$ cat src/hw/gpt_pkg.sv
// Purpose: Shared constants and types for the general purpose timer unit
// Assumes: 100 MHz sys_clk, AXI4-Lite register access, 16-bit timers
// Notes:   Byte offsets are word aligned; timer data sits in bits 15:0

package gpt_pkg;

  // Timing
  localparam int CLK_PERIOD_PS  = 10000;
  localparam int HALF_CLOCK_PS  = 5000;
  localparam int G1_RES_HALF    = 16;
  localparam int G2_RES_HALF    = 8;
  localparam logic [15:0] G1_BASE_CYCLES =
    16'((G1_RES_HALF * HALF_CLOCK_PS) / CLK_PERIOD_PS);
  localparam logic [15:0] G2_BASE_CYCLES =
    16'((G2_RES_HALF * HALF_CLOCK_PS) / CLK_PERIOD_PS);

  // Register byte offsets
  localparam logic [7:0] ADDR_CTRL_AUX_A    = 8'h00;
  localparam logic [7:0] ADDR_CTRL_CORE_ONE = 8'h04;
  localparam logic [7:0] ADDR_CTRL_AUX_B    = 8'h08;
  localparam logic [7:0] ADDR_CTRL_AUX_C    = 8'h0c;
  localparam logic [7:0] ADDR_CTRL_CORE_TWO = 8'h10;
  localparam logic [7:0] ADDR_CTRL_CAPTURE  = 8'h14;
  localparam logic [7:0] ADDR_VAL_AUX_A     = 8'h18;
  localparam logic [7:0] ADDR_VAL_CORE_ONE  = 8'h1c;
  localparam logic [7:0] ADDR_VAL_AUX_B     = 8'h20;
  localparam logic [7:0] ADDR_VAL_AUX_C     = 8'h24;
  localparam logic [7:0] ADDR_VAL_CORE_TWO  = 8'h28;
  localparam logic [7:0] ADDR_VAL_CAPTURE   = 8'h2c;
  localparam logic [7:0] ADDR_STATUS        = 8'h30;
  localparam logic [7:0] ADDR_PINS          = 8'h34;

  localparam logic [7:0] G1_CTRL_ADDR [0:2] =
    '{ADDR_CTRL_AUX_A, ADDR_CTRL_CORE_ONE, ADDR_CTRL_AUX_B};
  localparam logic [7:0] G1_VAL_ADDR [0:2] =
    '{ADDR_VAL_AUX_A, ADDR_VAL_CORE_ONE, ADDR_VAL_AUX_B};

  // Reset values and limits
  localparam logic [15:0] CTRL_RESET = 16'h0000;
  localparam logic [15:0] VAL_RESET  = 16'h0000;
  localparam logic [15:0] TIMER_MAX  = 16'hffff;
  localparam logic [15:0] TIMER_MIN  = 16'h0000;
  localparam int          CORE1_IDX  = 1;

  // Group one modes
  localparam logic [2:0] MODE_TIMER       = 3'h0;
  localparam logic [2:0] MODE_COUNTER     = 3'h1;
  localparam logic [2:0] MODE_GATE_LOW    = 3'h2;
  localparam logic [2:0] MODE_GATE_HIGH   = 3'h3;
  localparam logic [2:0] MODE_RELOAD      = 3'h4;
  localparam logic [2:0] MODE_CAPTURE     = 3'h5;
  localparam logic [2:0] MODE_INCREMENTAL = 3'h6;

  // Capture trigger sources
  localparam logic [1:0] CAP_SRC_PIN      = 2'h0;
  localparam logic [1:0] CAP_SRC_CORE_IN  = 2'h1;
  localparam logic [1:0] CAP_SRC_CORE_DIR = 2'h2;
  localparam logic [1:0] CAP_SRC_CORE_ANY = 2'h3;

  localparam logic [1:0] RESP_OKAY   = 2'b00;
  localparam logic [1:0] RESP_SLVERR = 2'b10;

  typedef struct packed {
    logic [5:0] spare;
    logic       outEn;
    logic       extDir;
    logic       down;
    logic       run;
    logic [2:0] mode;
    logic [2:0] sel;
  } g1_ctrl_t;

  typedef struct packed {
    logic [4:0] spare;
    logic       reloadEn;
    logic [1:0] spareB;
    logic       down;
    logic       run;
    logic [1:0] spareC;
    logic       latchClk;
    logic [2:0] sel;
  } g2_ctrl_t;

  typedef struct packed {
    logic [9:0] spare;
    logic       enable;
    logic       clearAux;
    logic [1:0] source;
    logic [1:0] edgeSel;
  } cap_ctrl_t;

  // Edge selection: bit 0 rising, bit 1 falling
  function automatic logic edgeHit(input logic [1:0] es, input logic r, input logic f);
    return (es[0] & r) | (es[1] & f);
  endfunction : edgeHit

endpackage : gpt_pkg

$ cat src/hw/general_purpose_timer_unit.sv
// Purpose: Two-group 16-bit general purpose timer unit with AXI4-Lite registers
// Assumes: Pins are asynchronous and pass two flip-flops before use
// Notes:   Software value writes win over any hardware update in that cycle
//
// The placing of the registers and the AXI4-Lite interface to the registers were left to the implementer.
`timescale 1ns/10ps

// What this block does
// - Five independent 16-bit timers, two groups, chainable within a group.
// - Group one timers select timer, gated, counter or incremental mode.
// - Timer mode counts prescaled clock; counter mode counts input pin edges.
// - Gated mode counts prescaled clock only while the gate level allows.
// - One input pin per group one timer, used as gate or count clock.
// - Group one finest count period is sixteen half clock periods.
// - Software up/down direction, optionally flipped by direction pin level.
// - Incremental mode derives count and direction from quadrature inputs.
// - Core one toggle latch flips on wrap and may drive an output pin.
// - Core one toggle latch can clock either auxiliary timer.
// - Auxiliary timer stops while used as capture or reload register.
// - Capture copies core one value into auxiliary timer on pin edge.
// - Reload loads core one from auxiliary timer on pin or latch edge.
// - Both auxiliaries reload core one on opposite latch edges for PWM.
// - Group two finest period eight half clocks, prescaled, programmable direction.
// - Core two toggle latch flips on wrap and can clock aux timer c.
// - Optionally core two reloads from capture register on each wrap.
// - Capture pin edge latches aux c value; aux c optionally clears.
// - Capture trigger may instead come from core one input or direction pin.
module general_purpose_timer_unit
  import gpt_pkg::*;
(
  input  wire logic        sys_clk,
  input  wire logic        rst,
  input  wire logic [7:0]  s_axi_awaddr,
  input  wire logic [2:0]  s_axi_awprot,
  input  wire logic        s_axi_awvalid,
  output var  logic        s_axi_awready,
  input  wire logic [31:0] s_axi_wdata,
  input  wire logic [3:0]  s_axi_wstrb,
  input  wire logic        s_axi_wvalid,
  output var  logic        s_axi_wready,
  output var  logic [1:0]  s_axi_bresp,
  output var  logic        s_axi_bvalid,
  input  wire logic        s_axi_bready,
  input  wire logic [7:0]  s_axi_araddr,
  input  wire logic [2:0]  s_axi_arprot,
  input  wire logic        s_axi_arvalid,
  output var  logic        s_axi_arready,
  output var  logic [31:0] s_axi_rdata,
  output var  logic [1:0]  s_axi_rresp,
  output var  logic        s_axi_rvalid,
  input  wire logic        s_axi_rready,
  input  wire logic [2:0]  timerInputPin,
  input  wire logic [2:0]  directionInputPin,
  input  wire logic        captureInputPin,
  output var  logic        toggleOutputPin,
  output var  logic [5:0]  requestFlags
);

  // Pin synchronisers: stage A feeds only stage B
  logic [6:0]  syncA;
  logic [6:0]  syncB;
  logic [6:0]  syncC;
  logic [6:0]  pinRise;
  logic [6:0]  pinFall;
  logic [15:0] preCnt;

  always_ff @(posedge sys_clk) begin
    if (rst) begin
      syncA <= '0;
      syncB <= '0;
      syncC <= '0;
    end else begin
      syncA <= {captureInputPin, directionInputPin, timerInputPin};
      syncB <= syncA;
      syncC <= syncB;
    end
  end

  assign pinRise = syncB & ~syncC;
  assign pinFall = ~syncB & syncC;

  // Free-running prescaler shared by both groups
  always_ff @(posedge sys_clk) begin
    if (rst) begin
      preCnt <= '0;
    end else begin
      preCnt <= preCnt + 16'h0001;
    end
  end

  // One-cycle tick every base*2^sel cycles
  function automatic logic tickAt(input logic [15:0] cnt, input logic [15:0] base,
                                  input logic [2:0] sel);
    logic [15:0] mask;
    mask = (base << sel) - 16'h0001;
    return (cnt & mask) == mask;
  endfunction : tickAt

  // AXI4-Lite write path
  logic        awHeld;
  logic        wHeld;
  logic [7:0]  awAddrQ;
  logic [31:0] wDataQ;
  logic [3:0]  wStrbQ;
  logic        regWe;
  logic        wrOk;

  assign regWe = awHeld & wHeld & ~s_axi_bvalid;

  always_ff @(posedge sys_clk) begin
    if (rst) begin
      awHeld        <= 1'b0;
      s_axi_awready <= 1'b0;
      awAddrQ       <= '0;
    end else if (s_axi_awvalid && s_axi_awready) begin
      awHeld        <= 1'b1;
      s_axi_awready <= 1'b0;
      awAddrQ       <= s_axi_awaddr;
    end else if (regWe) begin
      awHeld <= 1'b0;
    end else if (!awHeld) begin
      s_axi_awready <= 1'b1;
    end
  end

  always_ff @(posedge sys_clk) begin
    if (rst) begin
      wHeld        <= 1'b0;
      s_axi_wready <= 1'b0;
      wDataQ       <= '0;
      wStrbQ       <= '0;
    end else if (s_axi_wvalid && s_axi_wready) begin
      wHeld        <= 1'b1;
      s_axi_wready <= 1'b0;
      wDataQ       <= s_axi_wdata;
      wStrbQ       <= s_axi_wstrb;
    end else if (regWe) begin
      wHeld <= 1'b0;
    end else if (!wHeld) begin
      s_axi_wready <= 1'b1;
    end
  end

  always_comb begin
    unique case (awAddrQ)
      ADDR_CTRL_AUX_A, ADDR_CTRL_CORE_ONE, ADDR_CTRL_AUX_B, ADDR_CTRL_AUX_C,
      ADDR_CTRL_CORE_TWO, ADDR_CTRL_CAPTURE, ADDR_VAL_AUX_A, ADDR_VAL_CORE_ONE,
      ADDR_VAL_AUX_B, ADDR_VAL_AUX_C, ADDR_VAL_CORE_TWO, ADDR_VAL_CAPTURE,
      ADDR_STATUS, ADDR_PINS: wrOk = 1'b1;
      default:                wrOk = 1'b0;
    endcase
  end

  always_ff @(posedge sys_clk) begin
    if (rst) begin
      s_axi_bvalid <= 1'b0;
      s_axi_bresp  <= RESP_OKAY;
    end else if (regWe) begin
      s_axi_bvalid <= 1'b1;
      s_axi_bresp  <= wrOk ? RESP_OKAY : RESP_SLVERR;
    end else if (s_axi_bready) begin
      s_axi_bvalid <= 1'b0;
    end
  end

  // Byte-lane merge into a 16-bit register
  function automatic logic [15:0] merge(input logic [15:0] old, input logic [31:0] data,
                                        input logic [3:0] strb);
    return {strb[1] ? data[15:8] : old[15:8], strb[0] ? data[7:0] : old[7:0]};
  endfunction : merge

  // Control registers
  g1_ctrl_t  g1Ctrl [0:2];
  g2_ctrl_t  auxCCtrl;
  g2_ctrl_t  core2Ctrl;
  cap_ctrl_t capCtrl;

  always_ff @(posedge sys_clk) begin
    if (rst) begin
      for (int k = 0; k < 3; k++) begin
        g1Ctrl[k] <= g1_ctrl_t'(CTRL_RESET);
      end
      auxCCtrl  <= g2_ctrl_t'(CTRL_RESET);
      core2Ctrl <= g2_ctrl_t'(CTRL_RESET);
      capCtrl   <= cap_ctrl_t'(CTRL_RESET);
    end else if (regWe) begin
      for (int k = 0; k < 3; k++) begin
        if (awAddrQ == G1_CTRL_ADDR[k]) begin
          g1Ctrl[k] <= g1_ctrl_t'(merge(g1Ctrl[k], wDataQ, wStrbQ));
        end
      end
      if (awAddrQ == ADDR_CTRL_AUX_C) begin
        auxCCtrl <= g2_ctrl_t'(merge(auxCCtrl, wDataQ, wStrbQ));
      end
      if (awAddrQ == ADDR_CTRL_CORE_TWO) begin
        core2Ctrl <= g2_ctrl_t'(merge(core2Ctrl, wDataQ, wStrbQ));
      end
      if (awAddrQ == ADDR_CTRL_CAPTURE) begin
        capCtrl <= cap_ctrl_t'(merge(capCtrl, wDataQ, wStrbQ));
      end
    end
  end

  // Group one
  logic [15:0] g1Val [0:2];
  logic [2:0]  g1Cnt;
  logic [2:0]  g1Down;
  logic [2:0]  g1Wrap;
  logic [2:0]  g1Cap;
  logic        core1Latch;
  logic        latchRise;
  logic        latchFall;
  logic        reloadA;
  logic        reloadB;

  // Latch edge known in the wrap cycle, so a reload lands without a lost count
  assign latchRise = g1Wrap[CORE1_IDX] & ~core1Latch;
  assign latchFall = g1Wrap[CORE1_IDX] & core1Latch;

  // Aux trigger: sel[2] picks latch edges over own pin edges
  function automatic logic auxTrig(input g1_ctrl_t c, input logic pr, input logic pf,
                                   input logic lr, input logic lf);
    return c.sel[2] ? edgeHit(c.sel[1:0], lr, lf) : edgeHit(c.sel[1:0], pr, pf);
  endfunction : auxTrig

  assign reloadA = (g1Ctrl[0].mode == MODE_RELOAD) &&
                   auxTrig(g1Ctrl[0], pinRise[0], pinFall[0], latchRise, latchFall);
  assign reloadB = (g1Ctrl[2].mode == MODE_RELOAD) &&
                   auxTrig(g1Ctrl[2], pinRise[2], pinFall[2], latchRise, latchFall);

  for (genvar i = 0; i < 3; i++) begin : g_grp1
    logic tick;
    logic cntEv;
    logic aEdge;
    logic bEdge;
    logic quadDown;

    always_comb begin
      tick     = tickAt(preCnt, G1_BASE_CYCLES, g1Ctrl[i].sel);
      aEdge    = pinRise[i] | pinFall[i];
      bEdge    = pinRise[3+i] | pinFall[3+i];
      // A change with A==B after it means B leads: count down
      quadDown = aEdge ? (syncB[i] == syncB[3+i]) : (syncB[i] != syncB[3+i]);
      case (g1Ctrl[i].mode)
        MODE_TIMER:       cntEv = tick;
        MODE_GATE_LOW:    cntEv = tick & ~syncB[i];
        MODE_GATE_HIGH:   cntEv = tick & syncB[i];
        MODE_COUNTER:     cntEv = (i != CORE1_IDX)
                                ? auxTrig(g1Ctrl[i], pinRise[i], pinFall[i], latchRise, latchFall)
                                : edgeHit(g1Ctrl[i].sel[1:0], pinRise[i], pinFall[i]);
        MODE_INCREMENTAL: cntEv = (g1Ctrl[i].sel[0] & aEdge) | (g1Ctrl[i].sel[1] & bEdge);
        default:          cntEv = 1'b0;
      endcase
    end

    assign g1Cnt[i]  = g1Ctrl[i].run & cntEv;
    assign g1Down[i] = (g1Ctrl[i].mode == MODE_INCREMENTAL) ? quadDown
                     : g1Ctrl[i].down ^ (g1Ctrl[i].extDir & syncB[3+i]);
    assign g1Wrap[i] = g1Cnt[i] & (g1Down[i] ? (g1Val[i] == TIMER_MIN)
                                             : (g1Val[i] == TIMER_MAX));
    assign g1Cap[i]  = (i != CORE1_IDX) && (g1Ctrl[i].mode == MODE_CAPTURE) &&
                       edgeHit(g1Ctrl[i].sel[1:0], pinRise[i], pinFall[i]);

    always_ff @(posedge sys_clk) begin
      if (rst) begin
        g1Val[i] <= VAL_RESET;
      end else if (regWe && awAddrQ == G1_VAL_ADDR[i]) begin
        g1Val[i] <= merge(g1Val[i], wDataQ, wStrbQ);
      end else if (i == CORE1_IDX && (reloadA || reloadB)) begin
        // Aux a wins if both fire on the same edge
        g1Val[i] <= reloadA ? g1Val[0] : g1Val[2];
      end else if (g1Cap[i]) begin
        g1Val[i] <= g1Val[CORE1_IDX];
      end else if (g1Cnt[i]) begin
        g1Val[i] <= g1Down[i] ? g1Val[i] - 16'h0001 : g1Val[i] + 16'h0001;
      end
    end
  end

  always_ff @(posedge sys_clk) begin
    if (rst) begin
      core1Latch <= 1'b0;
    end else if (g1Wrap[CORE1_IDX]) begin
      core1Latch <= ~core1Latch;
    end
  end

  always_ff @(posedge sys_clk) begin
    if (rst) begin
      toggleOutputPin <= 1'b0;
    end else begin
      toggleOutputPin <= g1Ctrl[CORE1_IDX].outEn & core1Latch;
    end
  end

  // Group two
  logic [15:0] auxCVal;
  logic [15:0] core2Val;
  logic [15:0] capVal;
  logic        core2Latch;
  logic        core2Cnt;
  logic        core2Wrap;
  logic        auxCCnt;
  logic        auxCWrap;
  logic        srcRise;
  logic        srcFall;
  logic        capEvt;

  assign core2Cnt  = core2Ctrl.run & tickAt(preCnt, G2_BASE_CYCLES, core2Ctrl.sel);
  assign core2Wrap = core2Cnt & (core2Ctrl.down ? (core2Val == TIMER_MIN)
                                                : (core2Val == TIMER_MAX));
  assign auxCCnt   = auxCCtrl.run & (auxCCtrl.latchClk
                   ? edgeHit(auxCCtrl.sel[1:0], core2Wrap & ~core2Latch, core2Wrap & core2Latch)
                   : tickAt(preCnt, G2_BASE_CYCLES, auxCCtrl.sel));
  assign auxCWrap  = auxCCnt & (auxCCtrl.down ? (auxCVal == TIMER_MIN)
                                              : (auxCVal == TIMER_MAX));

  always_comb begin
    unique case (capCtrl.source)
      CAP_SRC_PIN: begin
        srcRise = pinRise[6];
        srcFall = pinFall[6];
      end
      CAP_SRC_CORE_IN: begin
        srcRise = pinRise[CORE1_IDX];
        srcFall = pinFall[CORE1_IDX];
      end
      CAP_SRC_CORE_DIR: begin
        srcRise = pinRise[3+CORE1_IDX];
        srcFall = pinFall[3+CORE1_IDX];
      end
      CAP_SRC_CORE_ANY: begin
        srcRise = pinRise[CORE1_IDX] | pinRise[3+CORE1_IDX];
        srcFall = pinFall[CORE1_IDX] | pinFall[3+CORE1_IDX];
      end
    endcase
  end

  assign capEvt = capCtrl.enable & edgeHit(capCtrl.edgeSel, srcRise, srcFall);

  always_ff @(posedge sys_clk) begin
    if (rst) begin
      core2Val <= VAL_RESET;
    end else if (regWe && awAddrQ == ADDR_VAL_CORE_TWO) begin
      core2Val <= merge(core2Val, wDataQ, wStrbQ);
    end else if (core2Wrap && core2Ctrl.reloadEn) begin
      core2Val <= capVal;
    end else if (core2Cnt) begin
      core2Val <= core2Ctrl.down ? core2Val - 16'h0001 : core2Val + 16'h0001;
    end
  end

  always_ff @(posedge sys_clk) begin
    if (rst) begin
      core2Latch <= 1'b0;
    end else if (core2Wrap) begin
      core2Latch <= ~core2Latch;
    end
  end

  always_ff @(posedge sys_clk) begin
    if (rst) begin
      auxCVal <= VAL_RESET;
    end else if (regWe && awAddrQ == ADDR_VAL_AUX_C) begin
      auxCVal <= merge(auxCVal, wDataQ, wStrbQ);
    end else if (capEvt && capCtrl.clearAux) begin
      auxCVal <= VAL_RESET;
    end else if (auxCCnt) begin
      auxCVal <= auxCCtrl.down ? auxCVal - 16'h0001 : auxCVal + 16'h0001;
    end
  end

  // Capture takes the pre-clear value of aux c
  always_ff @(posedge sys_clk) begin
    if (rst) begin
      capVal <= VAL_RESET;
    end else if (regWe && awAddrQ == ADDR_VAL_CAPTURE) begin
      capVal <= merge(capVal, wDataQ, wStrbQ);
    end else if (capEvt) begin
      capVal <= auxCVal;
    end
  end

  // Request flags, write one to clear; a new event beats the clear
  logic [5:0] flagSet;
  logic [5:0] flagClr;

  assign flagSet = {capEvt, core2Wrap, auxCWrap, g1Wrap};
  assign flagClr = (regWe && awAddrQ == ADDR_STATUS && wStrbQ[0]) ? wDataQ[5:0] : 6'h00;

  always_ff @(posedge sys_clk) begin
    if (rst) begin
      requestFlags <= '0;
    end else begin
      requestFlags <= (requestFlags & ~flagClr) | flagSet;
    end
  end

  // AXI4-Lite read path
  logic [31:0] rdData;
  logic        rdOk;

  always_comb begin
    rdData = 32'h0000_0000;
    rdOk   = 1'b1;
    unique case (s_axi_araddr)
      ADDR_CTRL_AUX_A:    rdData = {16'h0000, g1Ctrl[0]};
      ADDR_CTRL_CORE_ONE: rdData = {16'h0000, g1Ctrl[1]};
      ADDR_CTRL_AUX_B:    rdData = {16'h0000, g1Ctrl[2]};
      ADDR_CTRL_AUX_C:    rdData = {16'h0000, auxCCtrl};
      ADDR_CTRL_CORE_TWO: rdData = {16'h0000, core2Ctrl};
      ADDR_CTRL_CAPTURE:  rdData = {16'h0000, capCtrl};
      ADDR_VAL_AUX_A:     rdData = {16'h0000, g1Val[0]};
      ADDR_VAL_CORE_ONE:  rdData = {16'h0000, g1Val[1]};
      ADDR_VAL_AUX_B:     rdData = {16'h0000, g1Val[2]};
      ADDR_VAL_AUX_C:     rdData = {16'h0000, auxCVal};
      ADDR_VAL_CORE_TWO:  rdData = {16'h0000, core2Val};
      ADDR_VAL_CAPTURE:   rdData = {16'h0000, capVal};
      ADDR_STATUS:        rdData = {22'h000000, core2Latch, core1Latch, 2'h0, requestFlags};
      ADDR_PINS:          rdData = {25'h0000000, syncB};
      default:            rdOk   = 1'b0;
    endcase
  end

  always_ff @(posedge sys_clk) begin
    if (rst) begin
      s_axi_arready <= 1'b0;
      s_axi_rvalid  <= 1'b0;
      s_axi_rdata   <= '0;
      s_axi_rresp   <= RESP_OKAY;
    end else if (s_axi_arvalid && s_axi_arready) begin
      s_axi_arready <= 1'b0;
      s_axi_rvalid  <= 1'b1;
      s_axi_rdata   <= rdData;
      s_axi_rresp   <= rdOk ? RESP_OKAY : RESP_SLVERR;
    end else if (s_axi_rvalid && s_axi_rready) begin
      s_axi_rvalid  <= 1'b0;
      s_axi_arready <= 1'b1;
    end else if (!s_axi_rvalid) begin
      s_axi_arready <= 1'b1;
    end
  end

endmodule : general_purpose_timer_unit

$ cat config.mk
export PLATFORM = sky130hd
export DESIGN_NAME = general_purpose_timer_unit
export DESIGN_NICKNAME = d
export VERILOG_FILES = /design/src/hw/gpt_pkg.sv /design/src/hw/general_purpose_timer_unit.sv
export SDC_FILE = /design/constraint.sdc
export NUM_CORES = 1
export LEC_CHECK = 0
export BUFFER_PORTS_ARGS = -buffer_cell sky130_fd_sc_hd__buf_2
export CAP_MARGIN = 25
export CORE_MARGIN = 2
export CORE_UTILIZATION = 56
export DETAILED_ROUTE_END_ITERATION = 16
export PLACE_DENSITY = 0.76
export SLEW_MARGIN = 15
export SYNTH_ARGS = -nofsm -noshare
export SYNTH_HDL_FRONTEND = slang
export SYNTH_SLANG_ARGS = --single-unit
$ cat constraint.sdc
create_clock -name sys_clk -period 4 [get_ports sys_clk]
set_input_delay 0.4 -clock sys_clk [delete_from_list [all_inputs] [get_ports sys_clk]]
set_output_delay 0.4 -clock sys_clk [all_outputs]
set_load 0.02 [all_outputs]
==> flow_metrics.env <==
export IMPL_yosysTopAreaCellShare=0.2181
export IMPL_grt_pass1_vias=15998
export IMPL_path_clk_slew_ps=60
export IMPL_path_delay_family="compound AO/OA/AOI/OAI gates"
export IMPL_clock_path_buffers=3
export IMPL_slew_violations=0
export IMPL_io_pins=120
export IMPL_clock_fmax_ghz=0.2632
export IMPL_finalClockSkew_ps=16.92
export IMPL_yosys_warnings=0
export IMPL_worstPathCellList="inv_1 -> ha_4 -> xnor2_2 -> xnor2_1 -> nor2_1 -> a21oi_2 -> buf_4 -> ha_1 -> a211o_1 -> a211oi_2 -> o31ai_2 -> o41ai_2 -> o21ai_1 -> o41ai_2 -> xnor2_1 -> o21ai_1"
export IMPL_dp_cells=2452
export IMPL_relSlewSlack=0.3149
export IMPL_peakVddDrop_mv=0.2603
export IMPL_crit_arrival_ps=4030
export IMPL_first_iter_violations=2076
export IMPL_final_cell_mix="nand2_1, nor2_1, dfxtp_1, a21oi_1, edfxtp_1"
export IMPL_cts_hold_buf=0
export IMPL_drc_errors=0
export IMPL_finalNetCount=2252
export IMPL_critical_path_buf_inv_count=2
export IMPL_timing_final_crit_share=0.9499
export IMPL_placementRows=65
export IMPL_hold_viol=0
export IMPL_start_util=0.5659
export IMPL_worstSetupStartpointType="register"
export IMPL_tightestPinTransition_ps=1025
export IMPL_final_common_cell="nand2_1"
export IMPL_synth_top_area_cell="dfxtp_1"
export IMPL_synth_distinct_cells=88
export IMPL_num_vias=16895
export IMPL_status="complete, no violations"
export IMPL_power_density_nw_per_um2=350.5
export IMPL_n_antenna_cell=0
export IMPL_crit_path_end_kind="register"
export IMPL_ant_nets=0
export IMPL_layout_drive_gt1_share=0.1164
export IMPL_vias_per_cell=6.715
export IMPL_overflow=0
export IMPL_numCtsBuffers=34
export IMPL_die_h_um=182.3
export IMPL_avgSynthCellArea_um2=8.825
export IMPL_max_stage_delay_ps=380
export IMPL_area_growth_pct=11.79
export IMPL_yosys_register_bits=290
export IMPL_grt_use_total=0.3628
export IMPL_root_buffer="clkbuf_16"
export IMPL_core_area_um2=31470
export IMPL_ys_seq_area_frac=0.3799
export IMPL_slowest_stage="o41ai_2"
export IMPL_dp_hpwl_um=44270
export IMPL_wl_per_cell_um=24.26
export IMPL_synth_area_leaders="dfxtp_1, edfxtp_1, ha_1"
export IMPL_syn_inst=2018
export IMPL_die_w_um=182.3
export IMPL_hp_class="in2reg"
export IMPL_synthesis_area_um2=17810
export IMPL_fin_util=0.6326
export IMPL_die_area_um2=33250
export IMPL_clk_latency_ps=520
export IMPL_firstDrtPassIters=6
export IMPL_tritoncts="built"
export IMPL_ys_async_sr_fraction=0
export IMPL_portBuffers=77
export IMPL_period_needed_ps=3799
export IMPL_antenna_found_initial=0
export IMPL_leakagePower_nw=8.007
export IMPL_nFillCells=2673
export IMPL_synth_edff_count=96
export IMPL_critPathKind="reg2reg"
export IMPL_grt_pass1_wl_um=93130
export IMPL_postRouteWirelength_um=61050
export IMPL_clock_sinks=290
export IMPL_maxCapViolations=0
export IMPL_gp_congestion=0.9852
export IMPL_setup_viol=0
export IMPL_worstPathMaxFanout=4
export IMPL_ys_flop_type="dfxtp_1"
export IMPL_cp_data_required_time_ps=4230
export IMPL_cts_max_level=2
export IMPL_instances_no_fill=2516
export IMPL_grt_max_degree=70
==> metrics by stage <==
step                      hold slack [ps]  TNS, ps  setup WS (ps)  power, mW  instance area (µm²)
after floorplan                     400.9        0          83.10      3.702                17880
after global placement              408.6        0          61.79      3.904                18700
after detailed placement            424.0   -48.78         -48.78      3.922                18700
after CTS                           90.30        0          41.42      6.958                19790
after global routing                98.60   -8.458         -8.458      7.175                19910
final                               98.98        0          200.6      6.978                19910
==> cell type report <==
class,instances,area [µm²],area share
multi-input cells,1565,10400,0.5225
flip-flops and latches,290,6766,0.3399
clock buffers,47,970.9,0.04877
repair buffers,153,967.2,0.04858
well taps,402,503.0,0.02526
inverters,49,183.9,0.009238
clock inverters,10,115.1,0.005782
==> per-layer routing <==
layer,share of wire,global-route usage,vias up
li1,-,-,7695
met3,0.13,0.07663,209
met2,0.43,0.5540,1072
met4,0.053,0.1803,0
met1,0.39,0.4890,7919
met5,0,0,-
==> synthesized netlist by cell type, types with 20 or more instances <==
cell type and number:
a211oi_1 22, a21oi_1 113, a221oi_1 41, a22o_1 51, a22oi_1 70, a311oi_1 20
and3_1 29, buf_2 22, buf_4 21, clkbuf_1 85, dfxtp_1 194, edfxtp_1 96
ha_1 82, inv_1 48, mux2i_1 78, nand2_1 214, nand3_1 66, nand4_1 33
nor2_1 196, nor2b_1 35, nor3_1 44, nor4_1 26, o211ai_1 20, o21ai_0 58
o22ai_1 22, or3_1 20, xnor2_1 41, xor2_1 53
==> registers in the layout, summed over array words and instances, names as in the netlist, 2 cells and up, named ones only <==
register,count
wStrbQ,2
core2Val,16
auxCVal,16
auxCCtrl,16
capCtrl,16
g1Val,48
syncA,7
wDataQ,16
syncC,7
g1Ctrl,48
requestFlags,6
s_axi_rdata,16
core2Ctrl,16
awAddrQ,8
preCnt,16
syncB,7
capVal,16
==> cells by family (layout without fill, tap and decap cells) <==
kind of cell,after synthesis,count (layout),share of synthesized area
buffers and inverters,180,259,0.04433
AOI/OAI and AO/OA,551,551,0.2212
other,1,18,0.0002106
and+or+nand+nor,733,733,0.1983
adders and majority gates,87,87,0.06323
DFF,290,290,0.3799
xor gates and xnor gates,94,94,0.04623
muxes,82,82,0.04658
==> worst paths after layout <==
path	endpoint	startpoint	cells after the start	slack [ps]
setup reg to reg	g1Val[0][15]$_DFFE_PP_	syncB[0]$_SDFF_PP0_	16	200
hold / removal	syncA[1]$_SDFF_PP0_	timerInputPin[1]	2	100
hold reg to reg	s_axi_bresp[1]$_SDFFE_PP0P_	register	1	430
setup / recovery	g1Val[0][15]$_DFFE_PP_	syncB[0]$_SDFF_PP0_	16	200
==> where the power goes <==
part           internal (mW)  switching (mW)
Combinational          0.260           0.393
Sequential              3.11           0.143
Clock                   1.83            1.25
Total                   5.19            1.78
==> timing repair <==
item | 4_1_cts | 5_1_grt
pin swaps | 0 | 5
gates resized for setup | 1 | 14
endpoints found under the setup margin | 1 | 8
setup buffers | 0 | 4
Power figures use the tool's default switching activity.
